**config.mk**
```make
export PLATFORM = sky130hd
export DESIGN_NAME = core_ext
export DESIGN_NICKNAME = d
export VERILOG_FILES = /design/src/hw/shift_alu.v /design/src/hw/return_stack.v /design/src/hw/core_ext.v
export VERILOG_INCLUDE_DIRS = /design/src /design/src/hw
export SDC_FILE = /design/constraint.sdc
export NUM_CORES = 1
export LEC_CHECK = 0
export BUFFER_PORTS_ARGS = -buffer_cell sky130_fd_sc_hd__buf_2
export CAP_MARGIN = 40
export CORE_ASPECT_RATIO = 1.2
export CORE_MARGIN = 1.5
export CORE_UTILIZATION = 45
export DETAILED_ROUTE_END_ITERATION = 12
export PLACE_DENSITY_LB_ADDON = 0.25
export SYNTH_ARGS = -nofsm -noshare
export SYNTH_HDL_FRONTEND = slang
export SYNTH_SLANG_ARGS = --single-unit
export TNS_END_PERCENT = 5
```
**constraint.sdc**
```tcl
create_clock -name clk -period 4.4 [get_ports clk]
set_clock_uncertainty 0.05 [all_clocks]
set_input_delay 0.88 -clock clk [delete_from_list [all_inputs] [get_ports clk]]
set_output_delay 0.88 -clock clk [all_outputs]
set_load 0.01 [all_outputs]
```
**src/hw/core_ext_regs.vh**
```
// constants for the enhanced core: file addresses, flag positions, resets
`ifndef CORE_EXT_REGS_VH
`define CORE_EXT_REGS_VH
// core file register addresses (low 7 bits, mirrored in every bank)
`define ADDR_STATUS         7'h03
`define ADDR_PTR0_LOW       7'h04
`define ADDR_PTR0_HIGH      7'h05
`define ADDR_PTR1_LOW       7'h06
`define ADDR_PTR1_HIGH      7'h07
`define ADDR_BANK_SEL       7'h08
`define ADDR_WORK_REG       7'h09
`define ADDR_PC_HIGH        7'h0a
`define ADDR_IRQ_CTRL       7'h0b
// shadow registers, bank 31 full addresses
`define SHADOW_BANK         5'h1f
`define ADDR_STATUS_SHADOW  12'hfe4
`define ADDR_WORK_SHADOW    12'hfe5
`define ADDR_BANK_SHADOW    12'hfe6
`define ADDR_PAGE_SHADOW    12'hfe7
`define ADDR_PTR0L_SHADOW   12'hfe8
`define ADDR_PTR0H_SHADOW   12'hfe9
`define ADDR_PTR1L_SHADOW   12'hfea
`define ADDR_PTR1H_SHADOW   12'hfeb
// status flag positions (no legacy bank bits)
`define ST_CARRY            0
`define ST_DIGIT            1
`define ST_ZERO             2
// irq control bit position
`define IRQ_GIE             7
// alu operation codes
`define ALU_ADD             4'h0
`define ALU_ADDC            4'h1
`define ALU_SUB             4'h2
`define ALU_SUBB            4'h3
`define ALU_ROT_L           4'h4
`define ALU_ROT_R           4'h5
`define ALU_ASR             4'h6
`define ALU_LSR             4'h7
`define ALU_LSL             4'h8
`define ALU_PASS            4'h9
// instruction kinds presented by the decoder
`define OP_NONE             4'h0
`define OP_LOAD_BANK        4'h1
`define OP_LOAD_PAGE        4'h2
`define OP_ALU_FILE         4'h3
`define OP_WRITE_FILE       4'h4
`define OP_JUMP             4'h5
`define OP_CALL             4'h6
`define OP_RETURN           4'h7
`define OP_RET_IRQ          4'h8
`define OP_SW_RESET         4'h9
`define OP_SET_GIE          4'ha
// reset values
`define RST_VECTOR          15'h0000
`define IRQ_VECTOR          15'h0004
`define STACK_DEPTH         16
`endif

```
**src/hw/shift_alu.v**
```verilog
// byte alu: add/sub with carry, rotates and shifts
`include "core_ext_regs.vh"
module shift_alu (
	input  wire [3:0] op,
	input  wire [7:0] file_val,
	input  wire [7:0] work_val,
	input  wire       carry_in,
	output reg  [7:0] result,
	output reg        carry_out,
	output reg        digit_out
);
	reg [8:0] sum;
	reg [4:0] nib;
	// carry convention: subtract sets carry when no borrow occurs
	always @* begin
		sum       = 9'h000;
		nib       = 5'h00;
		result    = file_val;
		carry_out = carry_in;
		digit_out = 1'b0;
		case (op)
		`ALU_ADD, `ALU_ADDC: begin
			sum = {1'b0, file_val} + {1'b0, work_val} +
				{8'h00, (op == `ALU_ADDC) & carry_in}; // RQ5
			nib = {1'b0, file_val[3:0]} + {1'b0, work_val[3:0]} +
				{4'h0, (op == `ALU_ADDC) & carry_in};
			result    = sum[7:0];
			carry_out = sum[8];
			digit_out = nib[4];
		end
		`ALU_SUB, `ALU_SUBB: begin
			// f - w - borrow, borrow is inverted carry
			sum = {1'b0, file_val} + {1'b0, ~work_val} +
				{8'h00, (op == `ALU_SUB) | carry_in}; // RQ5
			nib = {1'b0, file_val[3:0]} + {1'b0, ~work_val[3:0]} +
				{4'h0, (op == `ALU_SUB) | carry_in};
			result    = sum[7:0];
			carry_out = sum[8];
			digit_out = nib[4];
		end
		`ALU_ROT_L: begin
			result    = {file_val[6:0], carry_in}; // RQ6
			carry_out = file_val[7];
		end
		`ALU_ROT_R: begin
			result    = {carry_in, file_val[7:1]}; // RQ6
			carry_out = file_val[0];
		end
		`ALU_ASR: begin
			result    = {file_val[7], file_val[7:1]}; // RQ7
			carry_out = file_val[0];
		end
		`ALU_LSR: begin
			result    = {1'b0, file_val[7:1]}; // RQ8
			carry_out = file_val[0];
		end
		`ALU_LSL: begin
			// the arithmetic left alias decodes to this same code
			result    = {file_val[6:0], 1'b0}; // RQ9
			carry_out = file_val[7];
		end
		default: begin
			result    = file_val;
			carry_out = carry_in;
		end
		endcase
	end
endmodule // shift_alu

```
**src/hw/return_stack.v**
```verilog
// return address stack with overflow and underflow detection
`include "core_ext_regs.vh"
module return_stack (
	input  wire        clk,
	input  wire        rst,
	input  wire        push,
	input  wire        pop,
	input  wire [14:0] push_addr,
	output wire [14:0] top_addr,
	output reg         overflow_r,
	output reg         underflow_r
);
	reg [14:0] entry_r [0:`STACK_DEPTH-1];
	reg [4:0]  depth_r;
	wire [3:0] top_idx = depth_r[3:0] - 4'h1;
	assign top_addr = entry_r[top_idx];
	genvar i;
	// one flip-flop word per entry, written at the slot named by the low four depth bits
	generate
		for (i = 0; i < `STACK_DEPTH; i = i + 1) begin : g_ent
			localparam [3:0] SLOT = i;
			always @(posedge clk) begin
				if (rst)
					entry_r[i] <= 15'h0000;
				else if (push && depth_r[3:0] == SLOT)
					entry_r[i] <= push_addr;
			end
		end
	endgenerate
	// depth counter; events flagged for one cycle
	always @(posedge clk) begin
		if (rst) begin
			depth_r     <= 5'h00;
			overflow_r  <= 1'b0;
			underflow_r <= 1'b0;
		end else begin
			overflow_r  <= push && depth_r == 5'h10;
			underflow_r <= pop && depth_r == 5'h00;
			if (push && depth_r != 5'h10)
				depth_r <= depth_r + 5'h01;
			else if (pop && depth_r != 5'h00)
				depth_r <= depth_r - 5'h01;
		end
	end
endmodule // return_stack

```
**src/hw/core_ext.v**
```verilog
// enhanced core: banking, paging, alu, context shadows and reset causes
// Overview of operation
// [RQ1] five-bit bank select loaded from a literal in one cycle
// [RQ2] page latch loaded with seven literal bits, top four select sixteen pages
// [RQ3] call/jump keeps 11 target bits; upper bits from the page latch
// [RQ4] page load then call or jump reaches all memory in 2 cycles
// [RQ5] add/subtract with carry work on file and work register only
// [RQ6] rotates go through carry over nine bits
// [RQ7] arithmetic right shift copies the sign bit, low bit to carry
// [RQ8] logical right shift brings in zero, low bit to carry
// [RQ9] logical left shift brings in zero, top bit to carry; alias same
// [RQ10] work register readable and writable as a file register
// [RQ11] interrupt entry saves context to shadows, return restores it
// [RQ12] shadows sit at fixed bank 31 addresses 0xfe4 to 0xfeb
// [RQ13] software writes to shadows change what return restores; only the write instruction does so, alu results go to the outside write port
// [RQ14] reset instruction resets the whole core at once
// [RQ15] stack overflow or underflow resets when enabled
// [RQ16] reset cause flags: overflow, underflow, instruction, power, pin
// [RQ17] instruction after setting interrupt enable always executes
// [RQ18] pointers are 16 bits with separately addressed high bytes
// [RQ19] status holds no bank bits; banking only from bank select
// [RQ20] of the two returns, only interrupt return restores shadows and sets enable
`include "core_ext_regs.vh"
module core_ext (
	input  wire        clk,
	input  wire        rst,
	input  wire        power_on,
	input  wire        external_clear_pin,
	input  wire        stack_reset_en,
	input  wire        irq_req,
	input  wire [3:0]  op_kind,
	input  wire [3:0]  alu_op,
	input  wire [10:0] literal,
	input  wire [6:0]  file_addr,
	input  wire        dest_file,
	input  wire [7:0]  file_rdata,
	input  wire [7:0]  write_data,
	output reg  [14:0] pc_r,
	output reg  [7:0]  status_r,
	output reg  [7:0]  work_r,
	output reg  [4:0]  bank_sel_r,
	output reg  [6:0]  pc_high_latch_r,
	output reg  [15:0] pointer0_r,
	output reg  [15:0] pointer1_r,
	output reg         global_irq_enable_r,
	output reg  [7:0]  file_wdata_r,
	output reg         file_we_r,
	output reg  [4:0]  reset_cause_r,
	output reg         core_reset_r,
	output reg  [7:0]  file_read_r
);
	////////////////////////////////////////////////////////////////////
	// state
	// one-hot states: run, and the dead cycle after interrupt entry
	localparam ST_RUN  = 2'b01;
	localparam ST_IRQ  = 2'b10;
	reg [1:0]  state_r;
	// eight shadow bytes, status copy first, pointer1 high last
	reg [7:0]  shadow_r [0:7];
	reg        gie_hold_r;
	reg        sw_reset_r;
	wire [11:0] full_addr = {bank_sel_r, file_addr}; // RQ19
	// shadow window: eight words upward from the status copy
	wire [11:0] shadow_off = full_addr - `ADDR_STATUS_SHADOW;
	wire        is_shadow  = full_addr >= `ADDR_STATUS_SHADOW &&
		full_addr <= `ADDR_PTR1H_SHADOW; // RQ12
	wire [2:0]  shadow_idx = shadow_off[2:0]; // RQ12
	// stack and alu results
	wire stack_ovf;
	wire stack_unf;
	wire [14:0] stack_top;
	wire [7:0]  alu_res;
	wire        alu_c;
	wire        alu_dc;
	reg  [7:0]  file_val;
	////////////////////////////////////////////////////////////////////
	// file read mux, work register and pointers visible as files
	always @* begin
		case (file_addr)
		`ADDR_WORK_REG:  file_val = work_r; // RQ10
		`ADDR_PTR0_LOW:  file_val = pointer0_r[7:0];
		`ADDR_PTR0_HIGH: file_val = pointer0_r[15:8]; // RQ18
		`ADDR_PTR1_LOW:  file_val = pointer1_r[7:0];
		`ADDR_PTR1_HIGH: file_val = pointer1_r[15:8]; // RQ18
		`ADDR_BANK_SEL:  file_val = {3'h0, bank_sel_r};
		`ADDR_PC_HIGH:   file_val = {1'b0, pc_high_latch_r};
		`ADDR_STATUS:    file_val = status_r;
		`ADDR_IRQ_CTRL:  file_val = {global_irq_enable_r, 7'h00};
		default:         file_val = is_shadow ? shadow_r[shadow_idx]
			: file_rdata; // RQ12
		endcase
	end
	////////////////////////////////////////////////////////////////////
	// alu on the selected file operand; carry feeds rotates and add/subtract with carry
	shift_alu u_alu (
		.op        (alu_op),
		.file_val  (file_val),
		.work_val  (work_r),
		.carry_in  (status_r[`ST_CARRY]),
		.result    (alu_res),
		.carry_out (alu_c),
		.digit_out (alu_dc)
	);
	// stack traffic; a return pops unless entry pushes in the same cycle
	wire do_call = state_r == ST_RUN && op_kind == `OP_CALL;
	wire do_ret  = state_r == ST_RUN &&
		(op_kind == `OP_RETURN || op_kind == `OP_RET_IRQ);
	// interrupt taken only when enabled and not right after enable set
	wire take_irq = state_r == ST_RUN && irq_req &&
		global_irq_enable_r && !gie_hold_r; // RQ17
	// entry saves the pc of the skipped instruction, a call the next one
	wire [14:0] ret_addr = take_irq ? pc_r : pc_r + 15'h0001;
	////////////////////////////////////////////////////////////////////
	// return stack: sixteen entries, faults flagged for one cycle
	return_stack u_stack (
		.clk         (clk),
		.rst         (rst | core_reset_r),
		.push        (do_call | take_irq),
		.pop         (do_ret & ~take_irq),
		.push_addr   (ret_addr),
		.top_addr    (stack_top),
		.overflow_r  (stack_ovf),
		.underflow_r (stack_unf)
	);
	// a stack fault only resets the core when the user enabled it
	wire stack_fault = stack_reset_en && (stack_ovf || stack_unf); // RQ15
	wire any_reset = rst | core_reset_r;
	////////////////////////////////////////////////////////////////////
	// reset request: software or stack fault pulse a full core reset
	always @(posedge clk) begin
		if (rst) begin
			core_reset_r <= 1'b0;
			sw_reset_r   <= 1'b0;
		end else begin
			core_reset_r <= sw_reset_r | stack_fault; // RQ14
			sw_reset_r   <= !core_reset_r && state_r == ST_RUN &&
				op_kind == `OP_SW_RESET; // RQ14
		end
	end
	// reset cause flags survive core resets; the external reset wins over a set
	always @(posedge clk) begin
		if (rst)
			reset_cause_r <= 5'h00;
		else begin
			// flags are only set here; the external reset alone clears them
			if (power_on)
				reset_cause_r[3] <= 1'b1; // RQ16
			if (external_clear_pin)
				reset_cause_r[4] <= 1'b1; // RQ16
			if (stack_ovf && stack_reset_en)
				reset_cause_r[0] <= 1'b1; // RQ16
			if (stack_unf && stack_reset_en)
				reset_cause_r[1] <= 1'b1; // RQ16
			if (sw_reset_r)
				reset_cause_r[2] <= 1'b1; // RQ16
		end
	end
	////////////////////////////////////////////////////////////////////
	// shadow registers, one per index
	genvar g;
	generate
		for (g = 0; g < 8; g = g + 1) begin : g_shadow
			localparam [2:0] SLOT = g;
			reg [7:0] live;
			always @* begin
				case (g)
				0:       live = status_r;
				1:       live = work_r;
				2:       live = {3'h0, bank_sel_r};
				3:       live = {1'b0, pc_high_latch_r};
				4:       live = pointer0_r[7:0];
				5:       live = pointer0_r[15:8];
				6:       live = pointer1_r[7:0];
				default: live = pointer1_r[15:8];
				endcase
			end
			always @(posedge clk) begin
				if (any_reset)
					shadow_r[g] <= 8'h00;
				else if (take_irq)
					shadow_r[g] <= live; // RQ11
				else if (state_r == ST_RUN &&
					op_kind == `OP_WRITE_FILE && is_shadow &&
					shadow_idx == SLOT)
					shadow_r[g] <= write_data; // RQ13
			end
		end
	endgenerate
	////////////////////////////////////////////////////////////////////
	// core registers and program counter
	always @(posedge clk) begin
		if (any_reset) begin
			// status comes up with its two fixed flags set
			state_r             <= ST_RUN;
			pc_r                <= `RST_VECTOR;
			status_r            <= 8'h18;
			work_r              <= 8'h00;
			bank_sel_r          <= 5'h00;
			pc_high_latch_r     <= 7'h00;
			pointer0_r          <= 16'h0000;
			pointer1_r          <= 16'h0000;
			global_irq_enable_r <= 1'b0;
			gie_hold_r          <= 1'b0;
			file_wdata_r        <= 8'h00;
			file_we_r           <= 1'b0;
			file_read_r         <= 8'h00;
		end else begin
			// one-cycle strobes drop unless an instruction raises them
			file_we_r   <= 1'b0;
			gie_hold_r  <= 1'b0;
			file_read_r <= file_val;
			case (state_r)
			ST_RUN: begin
				if (take_irq) begin
					// vector; pc saved by the stack
					global_irq_enable_r <= 1'b0;
					pc_r    <= `IRQ_VECTOR;
					state_r <= ST_IRQ;
				end else begin
					// normal step; branches and returns override it
					pc_r <= pc_r + 15'h0001;
					case (op_kind)
					`OP_LOAD_BANK:
						bank_sel_r <= literal[4:0]; // RQ1
					`OP_LOAD_PAGE:
						pc_high_latch_r <= literal[6:0]; // RQ2
					`OP_JUMP, `OP_CALL:
						// window target with latch upper bits
						pc_r <= {pc_high_latch_r[6:3],
							literal}; // RQ3 RQ4
					`OP_RETURN:
						pc_r <= stack_top; // RQ20
					`OP_RET_IRQ: begin
						// restore the saved context, software edits too
						pc_r                <= stack_top;
						global_irq_enable_r <= 1'b1; // RQ20
						status_r   <= shadow_r[0]; // RQ11
						work_r     <= shadow_r[1];
						bank_sel_r <= shadow_r[2][4:0];
						pc_high_latch_r <= shadow_r[3][6:0];
						pointer0_r <= {shadow_r[5], shadow_r[4]};
						pointer1_r <= {shadow_r[7], shadow_r[6]};
					end
					`OP_SET_GIE: begin
						// hold blocks entry for exactly one instruction
						global_irq_enable_r <= 1'b1;
						gie_hold_r          <= 1'b1; // RQ17
					end
					`OP_ALU_FILE: begin
						// flags follow every result; it lands in w or a file
						status_r[`ST_CARRY] <= alu_c;
						status_r[`ST_DIGIT] <= alu_dc;
						status_r[`ST_ZERO]  <= alu_res == 8'h00;
						if (!dest_file)
							work_r <= alu_res;
						else if (file_addr == `ADDR_WORK_REG)
							work_r <= alu_res; // RQ10
						else if (file_addr == `ADDR_PTR0_LOW)
							pointer0_r[7:0] <= alu_res;
						else if (file_addr == `ADDR_PTR0_HIGH)
							pointer0_r[15:8] <= alu_res; // RQ18
						else if (file_addr == `ADDR_PTR1_LOW)
							pointer1_r[7:0] <= alu_res;
						else if (file_addr == `ADDR_PTR1_HIGH)
							pointer1_r[15:8] <= alu_res; // RQ18
						else begin
							file_wdata_r <= alu_res;
							file_we_r    <= 1'b1;
						end
					end
					`OP_WRITE_FILE: begin
						// shadow writes are taken in the shadow block instead
						if (file_addr == `ADDR_WORK_REG)
							work_r <= write_data; // RQ10
						else if (file_addr == `ADDR_BANK_SEL)
							bank_sel_r <= write_data[4:0];
						else if (file_addr == `ADDR_PC_HIGH)
							pc_high_latch_r <= write_data[6:0];
						else if (file_addr == `ADDR_PTR0_HIGH)
							pointer0_r[15:8] <= write_data; // RQ18
						else if (file_addr == `ADDR_PTR1_HIGH)
							pointer1_r[15:8] <= write_data; // RQ18
						else if (file_addr == `ADDR_PTR0_LOW)
							pointer0_r[7:0] <= write_data;
						else if (file_addr == `ADDR_PTR1_LOW)
							pointer1_r[7:0] <= write_data;
						else if (!is_shadow) begin
							file_wdata_r <= write_data;
							file_we_r    <= 1'b1;
						end
					end
					default: ;
					endcase
				end
			end
			ST_IRQ:
				// one dead cycle while the vector is fetched
				state_r <= ST_RUN;
			default:
				state_r <= ST_RUN;
			endcase
		end
	end
endmodule // core_ext

```
Word level (Yosys, flattened, before mapping)
Memory sizes are Yosys's and may differ from the RTL's.
Index checks and enable logic that the tools add are counted.

word-level totals
  memories = 2
  bits of input ports = 49
  output and inout port bits = 99
  register bits = 110
  memory bits (writable) = 304

memories
  name             words  width  read ports  clocked after memory_dff  wr ports  RTL line           RTL
  u_stack.entry_r  16     15     1           0                         16        return_stack.v:13  reg [14:0] entry_r [0:`STACK_DEPTH-1];
  shadow_r         8      8      9           0                         8         core_ext.v:59      reg [7:0] shadow_r [0:7];

operators by class
  bitwise operators = 42
  eq/ne operators = 79
  $lt $le $gt $ge = 2
  add/sub/neg operators = 13
  reduce and logical (&&, ||, !) cells = 79
  muxes and demuxes = 201

operator list
  kind                                            count
  two-way mux 8 bit                               48
  two-way mux 15 bit                              18
  two-way mux 16 bit                              13
  two-way mux 1 bit                               102
  case mux 16 bit (3 select lines)                2
  case mux 8 bit (9 select lines)                 1
  case mux 8 bit (7 select lines)                 1
  == test 4 x 3 -> 1 bit (second input constant)  12
  == test 4 bit (second input constant)           12
  logical AND 1 bit                               41
  inequality test 2 bit (second input constant)   18
  bitwise OR 1 bit                                36
  case mux 15 bit (2 select lines)                1
  == test 7 x 3 -> 1 bit (second input constant)  4
  == test 7 x 4 -> 1 bit (second input constant)  4
  == test 4 x 2 -> 1 bit (second input constant)  6
  case mux 8 bit (3 select lines)                 1
  two-way mux 7 bit                               3
  case mux 7 bit (3 select lines)                 1
  two-way mux 5 bit                               4
  adder 8 x 8 -> 9 bit                            2
  adder 9 x 1 -> 9 bit                            2
  AND reduction 17 bit                            1
  case mux 8 bit (2 select lines)                 1
  other kinds (48)                                82

Depth between registers and ports, before layout
  word-level depth = 14
  mapped depth = 20

By module
From an unflattened synthesis, not the netlist that was laid out.

second synthesis, totals
  cells, all modules = 1,990
  area total of the unflattened synthesis = 22,265.1 sq um

by module, submodules not included
  module        cells each  seq. area each (sq um)  area an instance (sq um)  times used
  return_stack  872         7,347.0                 11,571.1                  1
  core_ext      947         3,983.8                 9,532.9                   1
  shift_alu     171         0.0                     1,161.1                   1

Worst setup path after synthesis
Ideal clock, no wire load.

  kind = input port to flip-flop
  from = in file_addr[1]
  to = reg work_r[6]
  stages = 20
  slack = 0.022 ns
  setup time = 0.133 ns
  data arrival time = 4.195 ns
  path through = buf_4 -> buf_6 -> buf_4 -> buf_4 -> nand3b_1 -> a21boi_1 -> o311ai_0 -> o311a_1 -> inv_1 -> fa_1 -> inv_1 -> fa_1 -> o21bai_1 -> a21oi_1 -> o31ai_1 -> o32ai_1 -> xor2_1 -> a211oi_2 -> a2bb2oi_2 -> a31oi_1

on the way
  longest elaborated chain between the ends = 10
  elaborated cells between the ends (all ways) = 27
  classes of those cells = 5 x add/sub; 2 x order compare; 11 x eq/ne; 6 x mux; 2 x reduce/logical; 1 x memory

RTL lines
  element                                                          RTL line                        RTL
  start: declaration                                               core_ext.v:34                   input wire [6:0] file_addr,
  subtractor 3 bit (no source line), or another cell as far along  n/a
  memory (8 x 8 bit) / logical AND 1 bit (equally long branches)   n/a
  two-way mux 8 bit                                                core_ext.v:89                   default: file_val = is_shadow ? shadow_r[shadow_idx]
  case mux 8 bit (9 select lines) (*)                              core_ext.v:79                   case (file_addr)
  net file_val[0]                                                  core_ext.v:75                   reg [7:0] file_val;
  adder 8 x 8 -> 9 bit, on equally long branches                   shift_alu.v:33, shift_alu.v:23
  adder 9 x 1 -> 9 bit, on equally long branches                   shift_alu.v:33, shift_alu.v:23
  case mux 8 bit (7 select lines) (*)                              shift_alu.v:21                  case (op)
  two-way mux 8 bit                                                core_ext.v:256                  else if (file_addr == `ADDR_WORK_REG)
  two-way mux 8 bit (*)                                            core_ext.v:254                  if (!dest_file)
  case mux 8 bit (3 select lines) (*)                              core_ext.v:222                  case (op_kind)
  end signal: assignment                                           core_ext.v:238                  work_r <= shadow_r[1];
  end signal: assignment                                           core_ext.v:255                  work_r <= alu_res;
  end signal: assignment                                           core_ext.v:257                  work_r <= alu_res;
  end: declaration                                                 core_ext.v:40                   output reg [7:0] work_r,

Mark *: on every way through the listed nets, which the timed path passes. The rest lies on a longest branch. The select of a mux whose other input is x is not followed.
A chain may end at the register's enable or synchronous reset.

Worst setup path after layout
  from = in file_addr[3]
  to = reg pointer0_r[14]

on the way
  longest elaborated chain between the ends = 12
  elaborated cells between the ends (all ways) = 32
  classes of those cells = 4 x add/sub; 2 x order compare; 16 x eq/ne; 8 x mux; 2 x reduce/logical

RTL lines
  element                                                                                             RTL line                        RTL
  greater-or-equal comparator 12 bit (no source line) / <= comparator 12 bit (equally long branches)  n/a
  logical AND 1 bit (no source line)                                                                  n/a
  two-way mux 8 bit                                                                                   core_ext.v:89
  case mux 8 bit (9 select lines)                                                                     core_ext.v:79
  adder 8 x 8 -> 9 bit, on equally long branches                                                      shift_alu.v:33, shift_alu.v:23
  adder 9 x 1 -> 9 bit, on equally long branches                                                      shift_alu.v:33, shift_alu.v:23
  case mux 8 bit (7 select lines)                                                                     shift_alu.v:21
  two-way mux 8 bit                                                                                   core_ext.v:260                  else if (file_addr == `ADDR_PTR0_HIGH)
  two-way mux 8 bit                                                                                   core_ext.v:258                  else if (file_addr == `ADDR_PTR0_LOW)
  two-way mux 16 bit                                                                                  core_ext.v:256
  two-way mux 16 bit                                                                                  core_ext.v:254
  case mux 16 bit (3 select lines)                                                                    core_ext.v:222
  end signal: assignment                                                                              core_ext.v:241                  pointer0_r <= {shadow_r[5], shadow_r[4]};
  end signal: assignment                                                                              core_ext.v:261                  pointer0_r[15:8] <= alu_res;
  end signal: assignment                                                                              core_ext.v:280                  pointer0_r[15:8] <= write_data;
  end: declaration                                                                                    core_ext.v:43                   output reg [15:0] pointer0_r,

Parallel ways exist; a longest one is shown, timed or not. The select of a mux whose other input is x is not followed.

==> results.yml <==
synthesis:
  synth_area_leaders: "edfxtp_1 (44%), dfxtp_1 (11%), mux4_2 (7.7%), nor2_1 (6.1%), a22o_1 (2.7%)"
  seq_area_frac_synth: 0.5426
  async_flop_share: 0
  syn_area_sq_um: 20880
  synth_common_cells: "nor2_1 (340), edfxtp_1 (304), nand2_1 (138), dfxtp_1 (110), clkbuf_1 (99)"
  ys_types: 84
  synth_fp_nets: 1914
  yosysMostFrequentCell: "nor2_1"
  synth_edf_count: 304
  synth_seq_cells: 414
  ys_warn_count: 0
  synth_top_area_share: 0.4371
  syn_avg_cell_area_sq_um: 11.37
  yosys.area.top_type: "edfxtp_1"
  synthCells: 1837
  synth_ff_type: "edfxtp_1"
place:
  place.port_buffers: 147
  gp_congestion: 0.9335
  postPlaceCellArea_sq_um: 23490
  dp_hpwl_um: 52900
  place_ws_ns: -0.5644
setup_path:
  required_ns: 4.80
  cp-end-kind: "flop"
  cp_data_arrival_time_ns: 4.63
  crit_path_start_kind: "input port"
  crit_type: "in2reg"
  crit_fanout: 7
grt:
  overflow: 0
  grt_first_pass_wirelength_um: 107800
  grtUsageTotal: 0.3119
  grt_pass1_vias: 16440
  grt_start_max_net_pins: 62
  antenna_found_initial: 0
sta:
  setup_viol: 0
  period_needed_ns: 4.229
  setup_ws_ns: 0.1709
  drv_slew: 0
  min_period_over_period: 0.9612
  final_hold_viol_count: 0
  hold_slack_ns: 0.4094
  fmax_mhz: 236.5
  relSlewSlack: 0.3461
  max_slew.worst_pin.slew_ns: 0.9720
power_and_ir_drop:
  powerDensity_nw_per_um2: 405.4
  vdd_drop_max_mv: 0.3306
  p_leak_nw: 9.494
  report.power.total_mw: 10.12
detailed_routing:
  drtIter0Drc: 1654
  drc: 0
  first_pass_iters: 8
  post_drt_wl_per_cell_um: 26.68
  ant_nets: 0
  routed_wl_um: 73530
  vias: 16860
  viasPerCell: 6.117
finish:
  fillers: 4070
  nets: 2181
  ff_latch_area_sq_um: 11330
  design_area_sq_um: 24960
  drive_above_1_share: 0.2598
  antenna_cells: 0
  area_growth_pct: 19.53
  multi_input_area_sq_um: 8852
clocking:
  hold_buffers: 0
  clock-root-buffer: "clkbuf_16"
  cts.sinks: 414
  clk_path_buf_depth: 3
  cts_tree: "yes"
  clk_pin_slew_ns: 0.06
  clk_latency_ns: 0.59
  h-tree-depth: 2
  numCtsBuffers: 45
outcome:
  status: "complete, no violations"
min_path:
  hold_path_class: "reg2reg"
die:
  die_area_sq_um: 47710
  die-height_um: 239.0
  initial_core_util: 0.4556
  die_w_um: 199.7
  row_count: 86
  io_pins: 148
  core_area_sq_um: 45840
flow_run:
  cap_violations: 0
-- stage by stage --
stage | util | TNS [ns] | std cells
6_report | 0.5445 | 0 | 2756
5_1_grt | 0.5445 | -0.003712 | 2756
4_1_cts | 0.5430 | 0 | 2753
3_5_place_dp | 0.5125 | -16.95 | 2670
3_3_place_gp | 0.5118 | -15.29 | 2668
2_1_floorplan | - | 0 | 1837
-- state kept, by name, summed over array words and instances, names as in the netlist --
register / cells
u_stack.depth_r: 5
file_we_r: 1
gie_hold_r: 1
u_stack.underflow_r: 1
file_wdata_r: 8
pointer1_r: 16
core_reset_r: 1
pc_r: 15
bank_sel_r: 5
status_r: 8
file_read_r: 8
pointer0_r: 16
work_r: 8
state_r: 2
shadow_r: 64
sw_reset_r: 1
u_stack.overflow_r: 1
u_stack.entry_r: 240
reset_cause_r: 5
pc_high_latch_r: 7
global_irq_enable_r: 1
-- placed cells by master, fill, tap and decap left out, types with 8 or more instances in the layout --
| cell | netlist | layout |
|---|---|---|
| o21ai_0 | 92 | 76 |
| a22oi_1 | 17 | 17 |
| buf_2 | 11 | 146 |
| nand2b_1 | 19 | 19 |
| edfxtp_1 | 304 | 304 |
| o21ai_1 | 0 | 16 |
| clkbuf_1 | 99 | 13 |
| mux2_2 | 13 | 13 |
| ha_1 | 23 | 22 |
| and3_1 | 13 | 13 |
| buf_4 | 11 | 202 |
| and2_1 | 12 | 12 |
| buf_12 | 1 | 10 |
| a21oi_1 | 75 | 75 |
| clkbuf_16 | 0 | 45 |
| xnor2_1 | 18 | 16 |
| nand2_1 | 138 | 138 |
| nor2b_1 | 10 | 10 |
| mux2i_1 | 35 | 34 |
| clkinv_2 | 0 | 10 |
| o211ai_1 | 17 | 17 |
| mux4_2 | 71 | 71 |
| dfxtp_1 | 110 | 109 |
| a22o_1 | 65 | 65 |
| mux4_1 | 10 | 10 |
| nor3_1 | 22 | 20 |
| nand3_1 | 24 | 24 |
| inv_1 | 34 | 34 |
| nand3b_1 | 8 | 8 |
| a31oi_1 | 49 | 49 |
| a211oi_1 | 20 | 18 |
| xor2_1 | 21 | 21 |
| nor2_1 | 340 | 337 |
-- cells by family (layout without fill, tap and decap cells) --
logic type	Yosys count	after routing	share of synthesized area
AO/OA/AOI/OAI	421	421	0.1397
XOR/XNOR	39	39	0.01636
adder cells (fa/ha/maj)	28	28	0.01857
buffers and inverters	175	478	0.03775
flip-flops	414	414	0.5426
multiplexers	129	129	0.1129
AND/OR/NAND/NOR	631	631	0.1321
-- what timing repair did --
| item | 4_1_cts | 5_1_grt |
|---|---|---|
| buffers inserted | 0 | 3 |
| gates resized for setup | 0 | 11 |
| setup endpoints to repair | 0 | 26 |
-- worst paths after layout --
path	slack [ns]	to	cells past startpoint	from
worst max-delay path	0.17	pointer0_r[14]$_SDFFE_PN0P_	19	file_addr[3]
worst min register to register	0.41	reset_cause_r[4]$_SDFFE_PP0P_	2	reset_cause_r[4]$_SDFFE_PP0P_
worst max register to register	0.31	pointer1_r[5]$_SDFFE_PN0P_	16	shadow_r[0][4]$_DFFE_PP_
worst min-delay path	0.41	reset_cause_r[4]$_SDFFE_PP0P_	2	reset_cause_r[4]$_SDFFE_PP0P_
-- routing by layer --
layer / vias to the layer above / routed length, um / global-route usage
li1: 7398 / - / -
met1: 8376 / 26310 / 0.3781
met2: 924 / 36980 / 0.5377
met3: 160 / 6271 / 0.04670
met4: 0 / 3960 / 0.1574
met5: - / 0 / 0
-- critical path: stages --
cell,delay [ns]
buf_2,0.17
buf_4,0.18
nor2b_1,0.38
nand2_1,0.09
a2111oi_0,0.39
buf_4,0.21
nor3_2,0.04
buf_4,0.15
buf_4,0.13
fa_1,0.38
o21bai_1,0.20
a21oi_1,0.10
o31ai_1,0.27
o32ai_1,0.13
xor2_1,0.16
a211oi_2,0.30
a2bb2oi_2,0.22
buf_12,0.14
a31oi_1,0.08
-- layout make-up --
type | instances | area share
Clock inverter | 23 | 0.007719
Clock buffer | 60 | 0.04817
Timing Repair Buffer | 361 | 0.09940
Tap cell | 616 | 0.03088
Sequential cell | 414 | 0.4541
Multi-Input combinational cell | 1248 | 0.3546
Inverter | 34 | 0.005113
-- where the power goes --
part,switching (mW),internal [mW],total (mW)
registers,0.161,4.38,4.54
clock network,1.60,2.05,3.65
logic,1.15,0.778,1.93
total,2.91,7.21,10.1
No activity file was read; power rests on OpenSTA's default activity.
